File: src/core/mcast_class_consts.vh
// constants for the ipv6 multicast class filter
`ifndef MCAST_CLASS_CONSTS_VH
`define MCAST_CLASS_CONSTS_VH
`define MAC_ALL_NODES 48'h333300000001
`define MAC_DHCP_RELAY 48'h333300010002
`define MAC_DHCP_SERVERS 48'h333300010003
`define ETYPE_IPV6 16'h86dd
`define NH_ICMPV6 8'h3a
`define NH_UDP 8'h11
`define ICMP_ROUTER_ADV 8'h86
`define UDP_PORT_SERVER 16'h0223
`define UDP_PORT_CLIENT 16'h0222
`define OFS_ETYPE_HI 11'h00c
`define OFS_ETYPE_LO 11'h00d
`define OFS_NEXT_HDR 11'h014
`define OFS_L4_B0 11'h036
`define OFS_L4_B2 11'h038
`define OFS_L4_B3 11'h039
`define OFS_LAST_MAC 11'h005
`define SET_BIT_RA 1
`define SET_BIT_RELAY 2
`define SET_BIT_CLIENT 3
`endif

File: src/core/frame_field_capture.v
// captures header fields of a received frame byte by byte
`timescale 1ns/1ns
`include "mcast_class_consts.vh"
module frame_field_capture (
	input wire clk,
	input wire arst_n,
	input wire byte_valid,
	input wire [7:0] byte_data,
	input wire frame_start,
	output reg [47:0] dst_mac_q,
	output reg [15:0] etype_q,
	output reg [7:0] next_hdr_q,
	output reg [7:0] icmp_type_q,
	output reg [15:0] udp_dport_q,
	output reg [10:0] index_q
);
	always @(posedge clk or negedge arst_n)
	begin
		if (!arst_n)
		begin
			dst_mac_q <= 48'h000000000000;
			etype_q <= 16'h0000;
			next_hdr_q <= 8'h00;
			icmp_type_q <= 8'h00;
			udp_dport_q <= 16'h0000;
			index_q <= 11'h000;
		end
		else if (byte_valid)
		begin
			// index restarts on the first byte so a frame start needs no idle gap
			if (frame_start)
				index_q <= 11'h001;
			else if (index_q != 11'h7ff)
				index_q <= index_q + 11'h001;
			if (frame_start)
				dst_mac_q <= {byte_data, 40'h0000000000};
			else if (index_q <= `OFS_LAST_MAC)
				dst_mac_q[47 - index_q * 8 -: 8] <= byte_data;
			if (!frame_start && index_q == `OFS_ETYPE_HI)
				etype_q[15:8] <= byte_data;
			if (!frame_start && index_q == `OFS_ETYPE_LO)
				etype_q[7:0] <= byte_data;
			if (!frame_start && index_q == `OFS_NEXT_HDR)
				next_hdr_q <= byte_data;
			if (!frame_start && index_q == `OFS_L4_B0)
				icmp_type_q <= byte_data;
			if (!frame_start && index_q == `OFS_L4_B2)
				udp_dport_q[15:8] <= byte_data;
			if (!frame_start && index_q == `OFS_L4_B3)
				udp_dport_q[7:0] <= byte_data;
		end
	end
endmodule // frame_field_capture

File: src/core/ipv6_multicast_class_filter.v
// classifies received frames into optional ipv6 multicast classes
`timescale 1ns/1ns
`include "mcast_class_consts.vh"
module ipv6_multicast_class_filter #(
	parameter HAS_RA = 1'b1,
	parameter HAS_RELAY = 1'b1,
	parameter HAS_CLIENT = 1'b1
) (
	input wire CLK,
	input wire ARST_N,
	input wire RX_VALID,
	input wire [7:0] RX_DATA,
	input wire RX_SOF,
	input wire RX_EOF,
	input wire GLOBAL_FILTER_EN,
	input wire ADDR_MATCH,
	input wire [3:1] FILTER_SETTINGS,
	output reg VERDICT_VALID,
	output reg FORWARD,
	output reg [3:1] CLASS_HIT,
	output reg [3:1] SUPPORTED
);
	wire [47:0] mac;
	wire [15:0] etype;
	wire [7:0] nh;
	wire [7:0] icmp_type;
	wire [15:0] dport;
	wire [10:0] idx;
	reg [47:0] mac_n;
	reg [15:0] etype_n;
	reg [7:0] nh_n;
	reg [7:0] icmp_n;
	reg [15:0] dport_n;
	reg is_v6;
	reg is_icmp;
	reg is_udp;
	reg mac_ra;
	reg mac_relay;
	reg mac_client;
	reg hit_ra;
	reg hit_relay;
	reg hit_client;
	reg is_mcast;
	reg pass_plain;
	reg fwd_d;
	wire [3:1] impl;
	wire [3:1] raw_hit;
	wire [3:1] hit_d;
	wire [3:1] en_d;
	wire [3:1] gated;
	wire frame_end;

	assign impl = {HAS_CLIENT[0], HAS_RELAY[0], HAS_RA[0]};
	assign raw_hit = {hit_client, hit_relay, hit_ra};
	assign frame_end = RX_VALID && RX_EOF;

	frame_field_capture u_capture (
		.clk(CLK),
		.arst_n(ARST_N),
		.byte_valid(RX_VALID),
		.byte_data(RX_DATA),
		.frame_start(RX_SOF),
		.dst_mac_q(mac),
		.etype_q(etype),
		.next_hdr_q(nh),
		.icmp_type_q(icmp_type),
		.udp_dport_q(dport),
		.index_q(idx)
	);

	// fold in the byte arriving with the end flag so short frames still classify
	always @*
	begin
		mac_n = mac;
		etype_n = etype;
		nh_n = nh;
		icmp_n = icmp_type;
		dport_n = dport;
		if (RX_VALID && !RX_SOF)
		begin
			if (idx <= `OFS_LAST_MAC)
			begin
				mac_n[47 - idx * 8 -: 8] = RX_DATA;
			end
			if (idx == `OFS_ETYPE_LO)
			begin
				etype_n[7:0] = RX_DATA;
			end
			if (idx == `OFS_NEXT_HDR)
			begin
				nh_n = RX_DATA;
			end
			if (idx == `OFS_L4_B0)
			begin
				icmp_n = RX_DATA;
			end
			if (idx == `OFS_L4_B3)
			begin
				dport_n[7:0] = RX_DATA;
			end
		end
	end

	// shared header tests
	always @*
	begin
		is_v6 = (etype_n == `ETYPE_IPV6);
		is_icmp = (nh_n == `NH_ICMPV6);
		is_udp = (nh_n == `NH_UDP);
		is_mcast = mac_n[40];
	end

	// destination address tests per class
	always @*
	begin
		mac_ra = (mac_n == `MAC_ALL_NODES);
		mac_relay = (mac_n == `MAC_DHCP_RELAY) || (mac_n == `MAC_DHCP_SERVERS);
		mac_client = (mac_n == `MAC_DHCP_RELAY);
	end

	// all conditions anded per class
	always @*
	begin
		hit_ra = is_v6 && mac_ra && is_icmp && (icmp_n == `ICMP_ROUTER_ADV);
	end

	// port only counts once udp is confirmed
	always @*
	begin
		hit_relay = is_v6 && mac_relay && is_udp && (dport_n == `UDP_PORT_SERVER);
	end

	// shares MAC_DHCP_RELAY with the relay class, but the two need different ports, so they never both hit on one frame
	always @*
	begin
		hit_client = is_v6 && mac_client && is_udp && (dport_n == `UDP_PORT_CLIENT);
	end

	// one gate per class; an omitted class never hits, whatever its bit says
	genvar c;
	generate
		for (c = 1; c <= 3; c = c + 1)
		begin : g_class
			assign hit_d[c] = raw_hit[c] & impl[c];
			assign en_d[c] = FILTER_SETTINGS[c] & impl[c];
			assign gated[c] = hit_d[c] & en_d[c];
		end
	endgenerate

	// non-multicast traffic and unfiltered mode bypass the classes
	always @*
	begin
		pass_plain = !is_mcast || !GLOBAL_FILTER_EN || ADDR_MATCH;
		// one verdict per frame, or of enabled hits
		fwd_d = pass_plain
			|| gated[`SET_BIT_RA]
			|| gated[`SET_BIT_RELAY]
			|| gated[`SET_BIT_CLIENT];
	end

	// capability bits are constant but still leave through a flop
	always @(posedge CLK or negedge ARST_N)
	begin
		if (!ARST_N)
		begin
			SUPPORTED <= 3'h0;
		end
		else
		begin
			SUPPORTED <= impl;
		end
	end

	// one pulse per frame end
	always @(posedge CLK or negedge ARST_N)
	begin
		if (!ARST_N)
		begin
			VERDICT_VALID <= 1'b0;
		end
		else
		begin
			VERDICT_VALID <= frame_end;
		end
	end

	// verdict holds between frames so a slow reader sees the last one
	always @(posedge CLK or negedge ARST_N)
	begin
		if (!ARST_N)
		begin
			FORWARD <= 1'b0;
		end
		else if (frame_end)
		begin
			FORWARD <= fwd_d;
		end
	end

	always @(posedge CLK or negedge ARST_N)
	begin
		if (!ARST_N)
		begin
			CLASS_HIT <= 3'h0;
		end
		else if (frame_end)
		begin
			CLASS_HIT <= hit_d;
		end
	end
endmodule // ipv6_multicast_class_filter

File: config.mk
export PLATFORM = sky130hd
export DESIGN_NAME = ipv6_multicast_class_filter
export DESIGN_NICKNAME = d
export VERILOG_FILES = /design/src/core/frame_field_capture.v /design/src/core/ipv6_multicast_class_filter.v
export VERILOG_INCLUDE_DIRS = /design/src /design/src/core
export SDC_FILE = /design/constraint.sdc
export NUM_CORES = 1
export LEC_CHECK = 0
export BUFFER_PORTS_ARGS = -buffer_cell sky130_fd_sc_hd__clkbuf_2
export CAP_MARGIN = 20
export CORE_ASPECT_RATIO = 1.4
export CORE_UTILIZATION = 40
export CTS_BUF_LIST = sky130_fd_sc_hd__clkbuf_16
export DETAILED_ROUTE_END_ITERATION = 10
export PLACE_DENSITY = 0.57
export SYNTH_ARGS = -nofsm -noshare
export SYNTH_HDL_FRONTEND = slang
export SYNTH_SLANG_ARGS = --single-unit
File: constraint.sdc
create_clock -name CLK -period 3.7 [get_ports CLK]
set_clock_uncertainty 0.05 [all_clocks]
set_input_delay 0.555 -clock CLK [delete_from_list [all_inputs] [get_ports CLK]]
set_output_delay 0.555 -clock CLK [all_outputs]
set_load 0.05 [all_outputs]
Yosys cells after proc, flatten, opt, wreduce, memory -nomap -nowiden
Cells that the tools add are included.

word-level totals
  flip-flop bits (word level) = 113
  output and inout bits = 8

cells by class
  add/subtract/negate cells = 3
  order comparisons = 1
  equal/unequal tests = 16
  shift operators = 2
  multiplexer cells = 14
  bitwise logic cells = 3
  reductions and logical operators = 34

operator list
  kind                                                              count
  == test 48 x 46 -> 1 bit (second input constant)                  3
  2-to-1 mux 48 bit                                                 3
  2-to-1 mux 8 bit                                                  8
  variable shift 8 x 34 -> 55 bit (first input constant)            1
  variable part select 8 x 34 -> 55 bit                             1
  bitwise mux 48 bit                                                1
  negator 32 -> 34 bit                                              1
  == test 11 x 6 -> 1 bit (second input constant)                   3
  == test 16 x 10 -> 1 bit (second input constant)                  2
  == test 11 x 4 -> 1 bit (second input constant)                   2
  2-to-1 mux 11 bit                                                 2
  logical AND 1 bit                                                 17
  == test 16 bit (second input constant)                            1
  subtractor 6 x 14 -> 15 bit (first input constant)                1
  AND reduction 2 bit                                               7
  adder 11 x 1 -> 11 bit (second input constant)                    1
  == test 11 x 5 -> 1 bit (second input constant)                   1
  less-or-equal comparator 11 x 3 -> 1 bit (second input constant)  1
  inequality test 11 bit (second input constant)                    1
  == test 8 x 5 -> 1 bit (second input constant)                    1
  == test 8 x 6 -> 1 bit (second input constant)                    1
  == test 8 bit (second input constant)                             1
  logical OR 1 bit                                                  6
  AND 1 bit                                                         3
  other kinds (2)                                                   4

Logic depth before layout (Yosys ltp)
Gate-level depths: netlist of run 1.

  depth in word-level cells = 14
  depth in mapped cells = 13
  gate-level depth less buffers = 10

Hierarchy
Synthesis of run 1 repeated with hierarchy kept, for this count alone.

second synthesis, totals
  cells, all modules = 539
  area, all modules = 5978.2 sq um

modules (own cells, without submodules)
  module                       instances  cells an instance  area each (sq um)
  frame_field_capture          1          349                4553.1
  ipv6_multicast_class_filter  1          190                1425.1

Worst setup path before layout of run 1
Ideal clock, no wire load.

  path type = reg2reg
  start point = register u_capture.index_q[1]
  end point = register CLASS_HIT[1] in the netlist's numbering
  setup time = 0.077 ns
  arrival time = 3.376 ns
  slack = 0.197 ns
  stages on the path, launching flop included = 13
  path through = dfrtp_1 > clkbuf_1 > inv_1 > ha_1 > nor4_1 > o2111a_1 > nand2_1 > clkbuf_1 > o21ai_0 > a21oi_1 > a2111o_1 > or4b_1 > o21ai_1

on the way
  longest elaborated chain between the ends = 10

RTL lines
  element                                                                                          RTL line                           RTL
  start: declaration                                                                               frame_field_capture.v:15           output reg [10:0] index_q
  start signal: assignment                                                                         frame_field_capture.v:34           index_q <= index_q + 11'h001;
  subtractor 6 x 14 -> 15 bit                                                                      ipv6_multicast_class_filter.v:83   mac_n[47 - idx * 8 -: 8] = RX_DATA;
  negator 32 -> 34 bit                                                                             ipv6_multicast_class_filter.v:83
  variable part select 8 x 34 -> 55 bit / variable shift 8 x 34 -> 55 bit (equally long branches)  ipv6_multicast_class_filter.v:83
  bitwise mux 48 bit                                                                               ipv6_multicast_class_filter.v:83
  2-to-1 mux 48 bit                                                                                n/a
  2-to-1 mux 48 bit                                                                                ipv6_multicast_class_filter.v:79   if (RX_VALID && !RX_SOF)
  == test 48 x 46 -> 1 bit (no source line)                                                        n/a
  logical AND 1 bit (2 in series)                                                                  ipv6_multicast_class_filter.v:124  hit_ra = is_v6 && mac_ra && is_icmp && (icmp_n == `ICMP_ROUTER_ADV);
  logical AND 1 bit *                                                                              ipv6_multicast_class_filter.v:124
  end signal: assignment                                                                           ipv6_multicast_class_filter.v:208  CLASS_HIT <= hit_d;
  end: declaration                                                                                 ipv6_multicast_class_filter.v:20   output reg [3:1] CLASS_HIT,

Every way passes the cells marked *; elsewhere a longest branch is shown, timed or not.
A chain may end at the register's enable or synchronous reset.

Final worst setup path of run 1
  start point = register u_capture.index_q[1]
  end point = register CLASS_HIT[2] in the netlist's numbering

on the way
  longest elaborated chain between the ends = 11

RTL lines
  element                                                                                          RTL line                           RTL
  subtractor 6 x 14 -> 15 bit                                                                      ipv6_multicast_class_filter.v:83
  negator 32 -> 34 bit                                                                             ipv6_multicast_class_filter.v:83
  variable part select 8 x 34 -> 55 bit / variable shift 8 x 34 -> 55 bit (equally long branches)  ipv6_multicast_class_filter.v:83
  bitwise mux 48 bit                                                                               ipv6_multicast_class_filter.v:83
  2-to-1 mux 48 bit                                                                                n/a
  2-to-1 mux 48 bit                                                                                ipv6_multicast_class_filter.v:79
  == test 48 x 46 -> 1 bit (no source line)                                                        n/a
  logical OR 1 bit                                                                                 ipv6_multicast_class_filter.v:117  mac_relay = (mac_n == `MAC_DHCP_RELAY) || (mac_n == `MAC_DHCP_SERVERS);
  logical AND 1 bit (2 in series)                                                                  ipv6_multicast_class_filter.v:130  hit_relay = is_v6 && mac_relay && is_udp && (dport_n == `UDP_PORT_SERVER);
  logical AND 1 bit *                                                                              ipv6_multicast_class_filter.v:130

Marks and branches as above.

==> results.cfg, run 1 <==
[status]
status = complete, no violations

[layout]
drive_gt1_share_pct = 21.9
antenna_cells = 0
nets = 707
final_util_pct = 48.7
syn2layout_area_growth_pct = 19.0

[sta]
min_period_over_period_pct = 93.7
slew_headroom_pct = 27.2
hold_violations = 0
tns_ns = 0
fin_crit_ns = 3.47
max_freq_mhz = 288
worstMarginPinSlew_ns = 1.09
setup_viol = 0
rsz0062_at_grt = false
slew_violations = 0

[logic_synthesis]
yosysTopAreaCell = dfrtp_1
yosys-top-cells-area = dfrtp_1 46%, mux2_2 7.1%, o2bb2ai_1 5.1%
ys_seq_area_share_pct = 45.9
synth.avg_cell_area_um2 = 9.69
synth_area_um2 = 6170
syn_nets = 661
yosysMostFrequentCell = dfrtp_1
synth_top_area_share_pct = 45.9
synth_xor_xnor_area_share_pct = 1.28
synthTopCellsByCount = 113 x dfrtp_1, 69 x nand2_1, 39 x mux2_2, 39 x nor2_1
synth-seq-cells = 113
synthMuxAreaShare_pct = 9.48
yosys.area_share.simple_pct = 20.4
synthArstFlopShare_pct = 100
synth_top_family_by_area = simple AND/OR/NAND/NOR gates
synth_edf_count = 0
ys.flop_type = dfrtp_1
yosysUniqueCellTypes = 66
syn_inst = 636
ys_warn_count = 0
synth_fa_ha_area_share_pct = 1.42
synth_compound_area_share_pct = 17.6

[drt]
drcViolationCount = 0
dr.pass1.iters = 5
finalWirelength_mm = 19.2
drt_iter0_markers = 437
route.vias.total = 5287
antenna_left = 0
via_per_inst = 5.96
wl_per_cell_um = 21.7

[place]
hpwlAfterDp_mm = 13.7
gp_congestion = 0.927
portBuffers = 25

[critical_path]
critPathTopFamily = simple AND/OR/NAND/NOR gates
start_kind = flip-flop
cp_num_cells = 9
path_cells = ha_1 > nor3_1 > nand2_1 > nor3_2 > nand3_1 > a21oi_1 > a41oi_1 > or4b_4 > o21ai_1
cp_slowest_cell = nor3_1
end_kind = flip-flop
critPathRequiredTime_ns = 3.99
crit_buf_inv = 0
critPathMaxStageDelay_ns = 0.67
rr_worst_depth = 9
path_class = reg -> reg
cp.arrival_ns = 3.76
cp_max_fo = 8

[die]
dieHeight_um = 149
core_um2 = 15100
dieArea_um2 = 15900
io_pins = 26
num_rows = 53
die_w_um = 107
start_util_pct = 41.0

[power]
irDropWorstVdd_v = 0.000267
p_int_mw = 3.01
power.density_nw_per_um2 = 624
combinationalPowerShare_pct = 27.5
leakagePower_nw = 3.30
pwr-share-seq_pct = 36.1
sw_frac_of_total_pct = 34.3
clockPowerShare_pct = 36.4
p_sw_mw = 1.57

[grt]
grt_pass1_vias = 5365
grt_max_degree = 79
grt_pass1_wl_mm = 29.9
grt_antenna_before_repair = 0
grt_usage_pct = 25.5
overflow = 0

[job]
maxCapViolations = 0

[clock_network]
cts_buffers = 17
h-tree-depth = 4
clock_latency_ns = 0.42
cts_root_buffer = clkbuf_16
cts_tree = built
clock-sinks = 113
clk_pin_slew_ns = 0.06
postCtsSetupBuffers = 0
clock_path_buffers = 2
cts_hold_buffers = 0
cts_resized = 0

[min_path]
hp-class = in -> async
-- per-stage QoR --
step                hold slack (ns)  power [mW]  instance area, um^2  setup WS, ns  cells
finish                       0.0123        4.58                 7330         0.232    887
CTS                           0.293        4.60                 7300         0.145    886
floorplan                     0.209        2.45                 6170         0.197    636
detailed placement            0.407        2.91                 6700         0.165    854
global placement              0.398        2.89                 6700         0.218    854
global route                 0.0414        4.82                 7330        0.0354    887
-- worst paths after layout --
check / start / to / slack [ns]
worst max-delay path: u_capture.index_q[1] / CLASS_HIT[2] / 0.23
worst min register to register: u_capture.next_hdr_q[4] / u_capture.next_hdr_q[4] / 0.42
worst min-delay path: ARST_N / u_capture.index_q[8] / 0.01
max in group asynchronous: ARST_N / u_capture.etype_q[0] / 2.73
worst max register to register: u_capture.index_q[1] / CLASS_HIT[2] / 0.23
min in group CLK: u_capture.next_hdr_q[4] / u_capture.next_hdr_q[4] / 0.42
-- power groups by stage --
| stage | logic [mW] | clock network, mW | registers [mW] |
|---|---|---|---|
| after floorplan | 0.846 | 0 | 1.60 |
| after global placement | 1.23 | 0 | 1.66 |
| after detailed placement | 1.24 | 0 | 1.67 |
| after CTS | 1.25 | 1.70 | 1.65 |
| after global routing | 1.38 | 1.77 | 1.68 |
| final | 1.26 | 1.67 | 1.65 |
-- sequential cells by signal, indices dropped and copies added (netlist names) --
name,flops
CLASS_HIT,3
u_capture.udp_dport_q,16
u_capture.etype_q,16
u_capture.dst_mac_q,48
u_capture.icmp_type_q,8
FORWARD,1
SUPPORTED,1
VERDICT_VALID,1
u_capture.next_hdr_q,8
u_capture.index_q,11
-- worst register-to-register path, cell delays in order (launching register included) --
cell and delay, ns:
dfrtp_1 0.46, ha_1 0.25, nor3_1 0.67, nand2_1 0.17, nor3_2 0.50, nand3_1 0.13
a21oi_1 0.19, a41oi_1 0.16, or4b_4 0.63, o21ai_1 0.18
-- logic make-up (layout without fill, tap and decap cells) --
kind of cell               count (synthesis)  count (layout)
DFF                                      113             113
and+or+nand+nor                          237             237
buffers and inverters                     61             120
muxes                                     53              53
other                                      1               1
AOI/OAI and AO/OA                        155             155
adders and majority gates                  7               7
xor gates and xnor gates                   9               9
-- area by class of cell --
class	count	area, um^2
fill	1415	7720
multi-input combinational	462	3110
sequential	113	2830
timing repair buffer	72	500
clock buffer	17	425
tap	192	240
clock inverter	15	173
inverter	16	60.1
-- metal layers --
layer | routed length, um | vias to the layer above | GRT usage, % | share of wire, %
li1 | - | 2453 | - | -
met4 | 813 | 0 | 14.1 | 4.2
met2 | 9590 | 159 | 42.9 | 50
met3 | 964 | 46 | 5.85 | 5.0
met5 | 0 | - | 0 | 0
met1 | 7840 | 2629 | 29.9 | 41
-- cell usage in the layout (no fill, tap or decap), types with 7 or more instances in the layout --
| cell type | netlist | layout |
|---|---|---|
| a21oi_1 | 32 | 32 |
| mux2_2 | 39 | 39 |
| buf_4 | 2 | 47 |
| clkbuf_16 | 0 | 17 |
| nor2_1 | 39 | 39 |
| o21ai_0 | 24 | 24 |
| inv_6 | 0 | 7 |
| a22oi_1 | 22 | 22 |
| and3_1 | 7 | 7 |
| o2bb2ai_1 | 36 | 36 |
| nand4_1 | 16 | 16 |
| mux2i_1 | 13 | 13 |
| inv_1 | 16 | 16 |
| nand3_1 | 16 | 16 |
| dfrtp_1 | 113 | 113 |
| nor4_1 | 16 | 15 |
| clkbuf_2 | 1 | 24 |
| nor3_1 | 17 | 17 |
| ha_1 | 7 | 7 |
| nand2_1 | 69 | 69 |
(Power assumes the default switching activity.)
==> run 2: changes to the inputs <==
Settings changed: CORE_MARGIN set to 1, HOLD_SLACK_MARGIN set to 0.08.
==> results.cfg, run 2 (same netlist as run 1, synthesis figures left out) <==
[job]
maxCapViolations = 0

[grt]
overflow = 0
grt_pass1_wl_mm = 29.9
grt_max_degree = 79
grt_pass1_vias = 5365
grt_antenna_before_repair = 0
grt_usage_pct = 25.5

[drt]
antenna_left = 0
finalWirelength_mm = 19.3
drt_iter0_markers = 458
wl_per_cell_um = 21.7
route.vias.total = 5330
drcViolationCount = 0
via_per_inst = 6.00
dr.pass1.iters = 5

[die]
die_w_um = 107
start_util_pct = 41.0
dieHeight_um = 149
io_pins = 26
num_rows = 53
dieArea_um2 = 15900
core_um2 = 15100

[clock_network]
clock-sinks = 113
clk_pin_slew_ns = 0.06
clock_path_buffers = 2
h-tree-depth = 4
cts_root_buffer = clkbuf_16
cts_tree = built
clock_latency_ns = 0.42
cts_buffers = 17

[critical_path]
start_kind = flip-flop
cp.arrival_ns = 3.74
end_kind = flip-flop
path_class = reg -> reg
cp_max_fo = 8
critPathRequiredTime_ns = 3.99

[layout]
largest_register_ffs = 48
final_cell_mix = 113 x dfrtp_1, 69 x nand2_1, 47 x buf_4, 39 x nor2_1, 39 x mux2_2
drive_gt1_share_pct = 21.8
fillers = 1416
design_area_um2 = 7340
layout_commonest_cell = dfrtp_1
antenna_cells = 0
regArea_um2 = 2830
final_util_pct = 48.8
multi_input_area_um2 = 3110
reg_top3 = u_capture.dst_mac_q x48, u_capture.etype_q x16, u_capture.udp_dport_q x16
top_register = u_capture.dst_mac_q
nets = 708
syn2layout_area_growth_pct = 19.1

[min_path]
hp-class = reg -> reg

[sta]
fin_crit_ns = 3.45
setup_viol = 0
worstMarginPinSlew_ns = 1.09
hold_violations = 0
slew_violations = 0
tns_ns = 0
rsz0062_at_grt = false
min_period_over_period_pct = 93.3
max_freq_mhz = 290
slew_headroom_pct = 27.5

[power]
p_sw_mw = 1.57
power.density_nw_per_um2 = 624
sw_frac_of_total_pct = 34.3
combinationalPowerShare_pct = 27.5
leakagePower_nw = 3.31
pwr-share-seq_pct = 36.0
clockPowerShare_pct = 36.4
p_int_mw = 3.01
irDropWorstVdd_v = 0.000267

[place]
placed_area_um2 = 6700
gp_congestion = 0.927
hpwlAfterDp_mm = 13.7
portBuffers = 25

[status]
status = complete, no violations
run 2: cell count changes in the layout (fill, tap and decap cells not counted):
cell / change
dlygate4sd3_1: +1
run 2: stage by stage:
stage	setup slack (ns)	hold WS, ns	instances	total power [mW]
finish	0.249	0.422	888	4.58
global placement	0.218	0.398	854	2.89
global route	0.0354	0.433	888	4.82
detailed placement	0.165	0.407	854	2.91
CTS	0.145	0.293	886	4.60
floorplan	0.197	0.209	636	2.45
run 2: path summary, 6_finish.rpt:
path	startpoint	endpoint	slack [ns]	cells after the start
setup / recovery	u_capture.index_q[1]	CLASS_HIT[2]	0.25	9
hold reg to reg	u_capture.next_hdr_q[4]	u_capture.next_hdr_q[4]	0.42	2
max in group asynchronous	ARST_N	u_capture.etype_q[0]	2.18	4
hold / removal	u_capture.next_hdr_q[4]	u_capture.next_hdr_q[4]	0.42	2
setup reg to reg	u_capture.index_q[1]	CLASS_HIT[2]	0.25	9
min in group asynchronous	ARST_N	u_capture.index_q[8]	0.55	2
run 2: area by class of cell:
type / count / area share, %
clock buffers: 17 / 5.79
clock inverters: 15 / 2.35
inverters: 16 / 0.818
multi-input cells: 462 / 42.3
flip-flops and latches: 113 / 38.5
well taps: 192 / 3.27
repair buffers: 73 / 6.95
run 2: critical path, cell delays in order (launching register included):
cell     delay (ns)
dfrtp_1        0.46
ha_1           0.25
nor3_1         0.66
nand2_1        0.17
nor3_2         0.50
nand3_1        0.13
a21oi_1        0.18
a41oi_1        0.16
or4b_4         0.63
o21ai_1        0.18
run 2: timing repair:
item,4_1_cts,5_1_grt
setup buffers,0,0
hold buffers,0,1
setup endpoints to repair,0,4
hold endpoints to repair,0,27
gates resized for setup,0,2
run 2: power by group through the flow:
stage	Clock [mW]	Combinational [mW]	Sequential (mW)
floorplan	0	0.846	1.60
global placement	0	1.23	1.66
detailed placement	0	1.24	1.67
CTS	1.70	1.25	1.65
global route	1.77	1.38	1.68
finish	1.67	1.26	1.65
run 2: layer usage:
metal / wire length, um / GRT usage (%) / up-vias
met5: 0 / 0 / -
met4: 784 / 14.1 / 0
met3: 956 / 5.85 / 43
met2: 9680 / 42.9 / 173
met1: 7850 / 29.9 / 2656
li1: - / - / 2458
